===== config.mk =====
export PLATFORM = sky130hd
export DESIGN_NAME = apc_control
export DESIGN_NICKNAME = d
export VERILOG_FILES = /design/src/verilog/apc_pkg.sv /design/src/verilog/apc_pin_sync.sv /design/src/verilog/apc_control.sv
export VERILOG_INCLUDE_DIRS = /design/src /design/src/verilog
export SDC_FILE = /design/constraint.sdc
export NUM_CORES = 1
export LEC_CHECK = 0
export BUFFER_PORTS_ARGS = -buffer_cell sky130_fd_sc_hd__buf_4
export CAP_MARGIN = 30
export CORE_MARGIN = 2
export CORE_UTILIZATION = 50
export CTS_BUF_LIST = sky130_fd_sc_hd__clkbuf_4 sky130_fd_sc_hd__clkbuf_8
export CTS_CLUSTER_SIZE = 20
export DETAILED_ROUTE_END_ITERATION = 12
export GPL_ROUTABILITY_DRIVEN = 0
export PLACE_DENSITY = 0.75
export SLEW_MARGIN = 30
export SYNTH_ARGS = -nofsm -noshare
export SYNTH_HDL_FRONTEND = slang
export SYNTH_SLANG_ARGS = --single-unit

===== constraint.sdc =====
create_clock -name mclk_in -period 2.6 [get_ports mclk_in]
set_input_delay 0.52 -clock mclk_in [delete_from_list [all_inputs] [get_ports mclk_in]]
set_output_delay 0.52 -clock mclk_in [all_outputs]
set_load 0.03 [all_outputs]

===== src/verilog/apc_regs.svh =====
// timing counts and field positions for the conversion control block
`ifndef APC_REGS_SVH
`define APC_REGS_SVH
`define APC_CLK_PERIOD_PS   4000
`define APC_CONV_TYP_PS     2450000
`define APC_CONV_MAX_PS     2700000
`define APC_ACQ_MIN_PS      600000
`define APC_CONV_CYCLES     (`APC_CONV_MAX_PS / `APC_CLK_PERIOD_PS)
`define APC_ACQ_CYCLES      ((`APC_ACQ_MIN_PS + `APC_CLK_PERIOD_PS - 1) / `APC_CLK_PERIOD_PS)
`define APC_CNT_W           10
`define APC_RES_W           12
`define APC_BUS_W           16
`define APC_LOW_BYTE_MSB    7
`define APC_NIB_LSB         8
`define APC_NIB_MSB         11
`endif


===== src/verilog/apc_pkg.sv =====
// types shared by the conversion control block
package apc_pkg;
  typedef enum logic [1:0] {APC_IDLE, APC_CONVERT, APC_ACQUIRE} apc_state_type;
  typedef enum logic {APC_STALL_READ, APC_PIPE_READ} apc_mode_type;
endpackage


===== src/verilog/apc_pin_sync.sv =====
// three-stage synchroniser with agreement filter for pin inputs
`timescale 1ns/1ps
`default_nettype none
module apc_pin_sync
(
  input  wire logic mclk_in,
  input  wire logic rst_in,
  input  wire logic ce_in,
  input  wire logic reset_val_in,
  input  wire logic pin_in,
  output var  logic level_out
);
  logic s1_reg;     // first stage, read only by s2
  logic s2_reg;     // second stage
  logic s3_reg;     // third stage
  logic lvl_reg;    // filtered level
  logic s1_next;
  logic s2_next;
  logic s3_next;
  logic lvl_next;

  // shift chain and agreement filter
  always_comb
  begin
    s1_next  = pin_in;
    s2_next  = s1_reg;
    s3_next  = s2_reg;
    lvl_next = (s2_reg == s3_reg) ? s2_reg : lvl_reg;
  end

  // registers, reset to the pin's idle level so no false change follows reset
  always_ff @(posedge mclk_in)
  begin
    if (rst_in)
    begin
      s1_reg  <= reset_val_in;
      s2_reg  <= reset_val_in;
      s3_reg  <= reset_val_in;
      lvl_reg <= reset_val_in;
    end
    else if (ce_in)
    begin
      s1_reg  <= s1_next;
      s2_reg  <= s2_next;
      s3_reg  <= s3_next;
      lvl_reg <= lvl_next;
    end
  end
  assign level_out = lvl_reg;
endmodule
`default_nettype wire


===== src/verilog/apc_control.sv =====
// conversion start, busy and parallel readout control of a 12-bit converter
// What this block does
// - start needs select, strobe, byte select low
// - starts ignored while a conversion runs
// - busy low during conversion, high otherwise
// - conversion takes at most 2.7 us
// - acquisition gap of 600 ns
// - stall mode read starts, host waits
// - pipelined read starts, returns previous result
// - result right justified, lsb on bit 0
// - byte select steers result to low byte
// - upper nibble pins always carry top bits
// - busy low on start, old data shown
// - latch updates in the same cycle busy returns high
// - high byte read: nibble low, zeros, no start
// - next pipelined read returns new result
// - pipelined high byte read starts nothing
// - result coding passes through unchanged
`timescale 1ns/1ps
`default_nettype none
`include "apc_regs.svh"
module apc_control
(
  input  wire logic                   mclk_in,
  input  wire logic                   rst_in,
  input  wire logic                   ce_in,
  input  wire logic                   chip_select_low_in,
  input  wire logic                   read_strobe_low_in,
  input  wire logic                   high_byte_select_in,
  input  wire logic                   pipelined_read_mode_in,
  input  wire logic [`APC_RES_W-1:0]  result_bits_in,
  output var  logic                   busy_low_out,
  output var  logic                   sample_out,
  output var  logic [`APC_BUS_W-1:0]  data_out,
  output var  logic [`APC_BUS_W-1:0]  data_oe_out
);
  logic cs_low;     // synchronised chip select
  logic rd_low;     // synchronised read strobe
  logic hb_sel;     // synchronised byte select

  // pin synchronisers for chip select, read strobe and byte select
  apc_pin_sync u_sync_cs
  (
    .mclk_in      (mclk_in),
    .rst_in       (rst_in),
    .ce_in        (ce_in),
    .reset_val_in (1'b1),
    .pin_in       (chip_select_low_in),
    .level_out    (cs_low)
  );
  apc_pin_sync u_sync_rd
  (
    .mclk_in      (mclk_in),
    .rst_in       (rst_in),
    .ce_in        (ce_in),
    .reset_val_in (1'b1),
    .pin_in       (read_strobe_low_in),
    .level_out    (rd_low)
  );
  apc_pin_sync u_sync_hb
  (
    .mclk_in      (mclk_in),
    .rst_in       (rst_in),
    .ce_in        (ce_in),
    .reset_val_in (1'b0),
    .pin_in       (high_byte_select_in),
    .level_out    (hb_sel)
  );

  // read access decode, shared by start and output logic
  function automatic logic access_on(input logic cs_l, input logic rd_l);
    access_on = !cs_l && !rd_l;
  endfunction

  apc_pkg::apc_state_type        state_reg;    // sequencer state
  apc_pkg::apc_state_type        state_next;
  logic [`APC_CNT_W-1:0]         cnt_reg;      // cycle counter
  logic [`APC_CNT_W-1:0]         cnt_next;
  logic [`APC_RES_W-1:0]         latch_reg;    // output latch
  logic [`APC_RES_W-1:0]         latch_next;
  logic                          armed_reg;    // access not yet used to start
  logic                          armed_next;
  logic                          busy_l_reg;
  logic                          busy_l_next;
  logic                          sample_reg;   // pulse capturing the result
  logic                          sample_next;
  logic [`APC_BUS_W-1:0]         data_reg;
  logic [`APC_BUS_W-1:0]         data_next;
  logic [`APC_BUS_W-1:0]         oe_reg;
  logic [`APC_BUS_W-1:0]         oe_next;
  logic                          access;
  logic                          start_req;
  logic                          stall_wait;

  // sequencer: start gating, conversion timer, acquisition gap
  always_comb
  begin
    access      = access_on(cs_low, rd_low);
    start_req   = access && !hb_sel && armed_reg;
    state_next  = state_reg;
    cnt_next    = cnt_reg;
    latch_next  = latch_reg;
    busy_l_next = busy_l_reg;
    sample_next = 1'b0;
    armed_next  = access ? armed_reg : 1'b1;
    unique case (state_reg)
      apc_pkg::APC_IDLE:
      begin
        if (start_req)
        begin
          state_next  = apc_pkg::APC_CONVERT;
          cnt_next    = `APC_CNT_W'(`APC_CONV_CYCLES - 1);
          busy_l_next = 1'b0;
          armed_next  = 1'b0;
        end
      end
      apc_pkg::APC_CONVERT:
      begin
        // further starts ignored here
        if (cnt_reg == `APC_CNT_W'(0))
        begin
          latch_next  = result_bits_in;
          sample_next = 1'b1;
          busy_l_next = 1'b1;
          state_next  = apc_pkg::APC_ACQUIRE;
          cnt_next    = `APC_CNT_W'(`APC_ACQ_CYCLES - 1);
        end
        else
        begin
          cnt_next = cnt_reg - `APC_CNT_W'(1);
        end
      end
      apc_pkg::APC_ACQUIRE:
      begin
        if (cnt_reg == `APC_CNT_W'(0))
        begin
          state_next = apc_pkg::APC_IDLE;
        end
        else
        begin
          cnt_next = cnt_reg - `APC_CNT_W'(1);
        end
      end
      default:
      begin
        state_next = apc_pkg::APC_IDLE;
      end
    endcase
  end

  // output drive: byte steering, enables, stall-mode hold of old data
  always_comb
  begin
    stall_wait = !pipelined_read_mode_in && (state_reg == apc_pkg::APC_CONVERT);
    data_next  = `APC_BUS_W'(0);
    oe_next    = `APC_BUS_W'(0);
    if (access)
    begin
      oe_next[`APC_NIB_MSB:0] = {`APC_RES_W{1'b1}};
      if (hb_sel)
      begin
        data_next[3:0] = latch_reg[`APC_NIB_MSB:`APC_NIB_LSB];
        data_next[`APC_LOW_BYTE_MSB:4] = 4'h0;
      end
      else
      begin
        data_next[`APC_LOW_BYTE_MSB:0] = latch_reg[`APC_LOW_BYTE_MSB:0];
      end
      data_next[`APC_NIB_MSB:`APC_NIB_LSB] = latch_reg[`APC_NIB_MSB:`APC_NIB_LSB];
    end
    // latch holds the previous result until conversion end, so old data shows
    // on the bus while a stalled host waits
  end

  // state registers
  always_ff @(posedge mclk_in)
  begin
    if (rst_in)
    begin
      state_reg  <= apc_pkg::APC_IDLE;
      cnt_reg    <= `APC_CNT_W'(0);
      latch_reg  <= `APC_RES_W'(0);
      armed_reg  <= 1'b1;
      busy_l_reg <= 1'b1;
      sample_reg <= 1'b0;
      data_reg   <= `APC_BUS_W'(0);
      oe_reg     <= `APC_BUS_W'(0);
    end
    else if (ce_in)
    begin
      state_reg  <= state_next;
      cnt_reg    <= cnt_next;
      latch_reg  <= latch_next;
      armed_reg  <= armed_next;
      busy_l_reg <= busy_l_next;
      sample_reg <= sample_next;
      data_reg   <= data_next;
      oe_reg     <= oe_next;
    end
  end

  assign busy_low_out = busy_l_reg;
  assign sample_out   = sample_reg;
  assign data_out     = data_reg;
  assign data_oe_out  = oe_reg;

  // checks
  a_busy_tracks_state: assert property (@(posedge mclk_in) disable iff (rst_in)
    busy_l_reg == (state_reg != apc_pkg::APC_CONVERT))
    else $error("busy level wrong");
  a_start_gate: assert property (@(posedge mclk_in) disable iff (rst_in)
    (ce_in && state_reg == apc_pkg::APC_IDLE && !(access && !hb_sel)) |=> state_reg != apc_pkg::APC_CONVERT)
    else $error("start without all three low");
  a_start_busy: assert property (@(posedge mclk_in) disable iff (rst_in)
    (ce_in && state_reg == apc_pkg::APC_IDLE && start_req) |=> !busy_l_reg)
    else $error("busy not lowered on start");
  a_no_restart: assert property (@(posedge mclk_in) disable iff (rst_in)
    (ce_in && state_reg == apc_pkg::APC_CONVERT && cnt_reg != 0) |=> state_reg == apc_pkg::APC_CONVERT && cnt_reg == $past(cnt_reg) - 1)
    else $error("conversion restarted");
  a_latch_then_busy: assert property (@(posedge mclk_in) disable iff (rst_in)
    (ce_in && state_reg == apc_pkg::APC_CONVERT && cnt_reg == 0) |=> busy_l_reg && latch_reg == $past(result_bits_in))
    else $error("latch not updated at end");
  a_oe_only_access: assert property (@(posedge mclk_in) disable iff (rst_in)
    (ce_in && !access) |=> oe_reg == 16'h0000)
    else $error("drivers on outside access");
  a_high_byte: assert property (@(posedge mclk_in) disable iff (rst_in)
    (ce_in && access && hb_sel) |=> data_reg[7:0] == {4'h0, $past(latch_reg[11:8])}
      && !($past(state_reg) == apc_pkg::APC_IDLE && state_reg == apc_pkg::APC_CONVERT))
    else $error("high byte read wrong");
  a_nibble_pins: assert property (@(posedge mclk_in) disable iff (rst_in)
    (ce_in && access) |=> data_reg[11:8] == $past(latch_reg[11:8]))
    else $error("upper nibble wrong");
  a_low_byte: assert property (@(posedge mclk_in) disable iff (rst_in)
    (ce_in && access && !hb_sel) |=> data_reg[7:0] == $past(latch_reg[7:0]))
    else $error("low byte wrong");
  a_stall_old_data: assert property (@(posedge mclk_in) disable iff (rst_in)
    (ce_in && stall_wait && access && !hb_sel && cnt_reg != 0)
      |=> data_reg[11:0] == $past(latch_reg))
    else $error("old data not shown during stall");
endmodule
`default_nettype wire


==> reports/results.txt <==
layout cells sized above 1 -> 0.214
Die Y -> 76.5 um
Initial DRC Count -> 184
mapped cell area -> 0.00263 sq mm
DRT Wirelength -> 5530 um
CP bufs+invs -> 2
layout net count -> 345
GRT Overall Usage -> 0.195
most common cell in the netlist -> dfxtp_1
Yosys Warn Count -> 0
Post-Syn Area per Cell -> 8.85 sq um
CP Class -> register to register
Clock Sinks -> 52
run status -> completed
antenna-violating nets left -> 0
cell family contributing the most delay on the critical path -> simple AND/OR/NAND/NOR gates
Clock transition at path regs -> 100 ps
Via Count -> 2222
Worst setup SP type -> register
largest net degree at the start of global routing -> 40
EDFF count, synth -> 0
Critical-path top delay cell -> or4b_4
fmax -> 447 MHz
first-pass GRT wire length -> 9470 um
share of the synthesized area in the top cell type -> 0.396
core area -> 0.00507 sq mm
post-cts gate resize count -> 0
Lkg Pwr -> 1.17 nW
CTS buffer count -> 5
Die W -> 76.5 um
# Max-Cap Violations -> 0
Final TNS setup -> 0 ps
Initial Util -> 0.518
critical-path cell list -> inv_1 -> ha_1 -> or4b_4 -> nor4_4 -> buf_4 -> mux2i_1 -> nor2_1
antenna violations before repair -> 0
via/cell ratio -> 5.67
sequential share of the synthesized area -> 0.396
CTS tree -> yes
# setup viols final -> 0
worst setup margin -> 365 ps
Fin Hold WS -> 428 ps
number of I/O port buffers -> 43
Slew HR -> 0.520
Area Growth Syn to Fin -> 12.4%
Critical Path AT -> 2420 ps
Root Driver -> clkbuf_8
final core utilization -> 0.582
# Post-CTS Setup Buffers -> 0
Layout fillers -> 472
Worst Path Max Fanout -> 13
grt ovf -> 0
top cells by area, synth -> dfxtp_1, mux2i_1, buf_4
unrepaired setup endpoints after global routing -> no
most instantiated cells after synthesis -> dfxtp_1, nor2_1, nand2_1
DP Worst Slack -> 385 ps
die area -> 0.00585 sq mm
Seq cells post-synth -> 52
period utilization -> 0.860
fin area -> 0.00295 sq mm
R2R cell count -> 7
clk_skew -> 15.6 ps
num rows -> 26
minimum clock period -> 2240 ps
n_diodes -> 0
critical path required time -> 2780 ps
CP peak stage delay -> 610 ps
H-tree depth -> 2
wire per inst -> 14.1 um
Synth async-reset ratio -> 0
cells after synthesis -> 297
Final Max Slew Viols -> 0
CTS Hold Bufs -> 0
Tightest Pin Transition -> 711 ps
TritonRoute pass-1 iters -> 4
Clock Latency Late Sink -> 310 ps
Final Hold Fails -> 0
Reg area -> 0.00104 sq mm
worst hold path type -> primary input to register
IO Pins -> 53
DRC -> 0
Area after DPL -> 0.00286 sq mm
Crit. End Element -> register
WHS Path Cells -> 3
vias in the first global route -> 2067
ys flop type -> dfxtp_1
Longest Clk Path Bufs -> 2
cell type with the highest aggregate area in the netlist -> dfxtp_1
detailed placement HPWL -> 3830 um
Netlist cell types -> 53
Levels on crit path -> 7
maximum VDD drop -> 0.481 mV
area used by multi-input combinational logic -> 0.00132 sq mm
pwr dens -> 471 mW/mm^2
layout make-up:
class / count / area share
repair buffers: 48 / 0.122
well taps: 70 / 0.0297
flip-flops and latches: 52 / 0.353
multi-input cells: 202 / 0.448
clock inverters: 3 / 0.00932
inverters: 12 / 0.0153
clock buffers: 5 / 0.0233
stage by stage:
stage | std cells | power (mW)
6_report | 392 | 1.39
5_1_grt | 392 | 1.44
4_1_cts | 392 | 1.40
3_5_place_dp | 384 | 0.915
3_3_place_gp | 384 | 0.914
2_1_floorplan | 304 | 0.891
worst reg2reg max path, stage by stage (launching register included):
cell	delay, ps
dfxtp_1	360
inv_1	90
ha_1	210
or4b_4	610
nor4_4	280
buf_4	290
mux2i_1	230
nor2_1	50
logic make-up (layout without fill, tap and decap cells):
kind of cell,count (synthesis),in the layout,share of synthesized area
simple gates,96,96,0.194
compound gates,66,66,0.169
flops,52,52,0.396
buf+inv,50,68,0.110
mux,27,27,0.105
fa+ha+maj,5,5,0.0238
other cells,1,8,0.00143
routing by layer:
| layer | share of wire | global-route usage | vias to the layer above |
|---|---|---|---|
| met5 | 0 | 0 | - |
| met4 | 0.0078 | 0.0764 | 0 |
| met1 | 0.46 | 0.256 | 1060 |
| li1 | - | - | 1080 |
| met2 | 0.47 | 0.313 | 75 |
| met3 | 0.065 | 0.0427 | 7 |
worst paths after layout:
path,to,slack (ps),from
setup / recovery,latch_reg[11],360,cnt_reg[0]
hold / removal,u_sync_cs.s1_reg,430,chip_select_low_in
hold reg to reg,data_out[3],470,data_out[3]
setup reg to reg,latch_reg[11],360,cnt_reg[0]
power breakdown:
group	total, mW	internal [mW]	switching (mW)	leakage (nW)
logic	0.0876	0.0331	0.0546	0.706
registers	0.809	0.804	0.00482	0.420
clock network	0.493	0.198	0.295	0.0463
cells in the final DEF, fill, tap and decap left out, drive strengths merged, types with 5 or more instances in the layout:
cell and count:
nor2 32, buf 48, nor4 5, ha 5
mux2i 23, o21ai 10, inv 12, nand2 24
a21oi 19, o211ai 5, nand2b 5, conb 8
dfxtp 52, nand3 11, clkbuf 5
(Power assumes the default switching activity.)
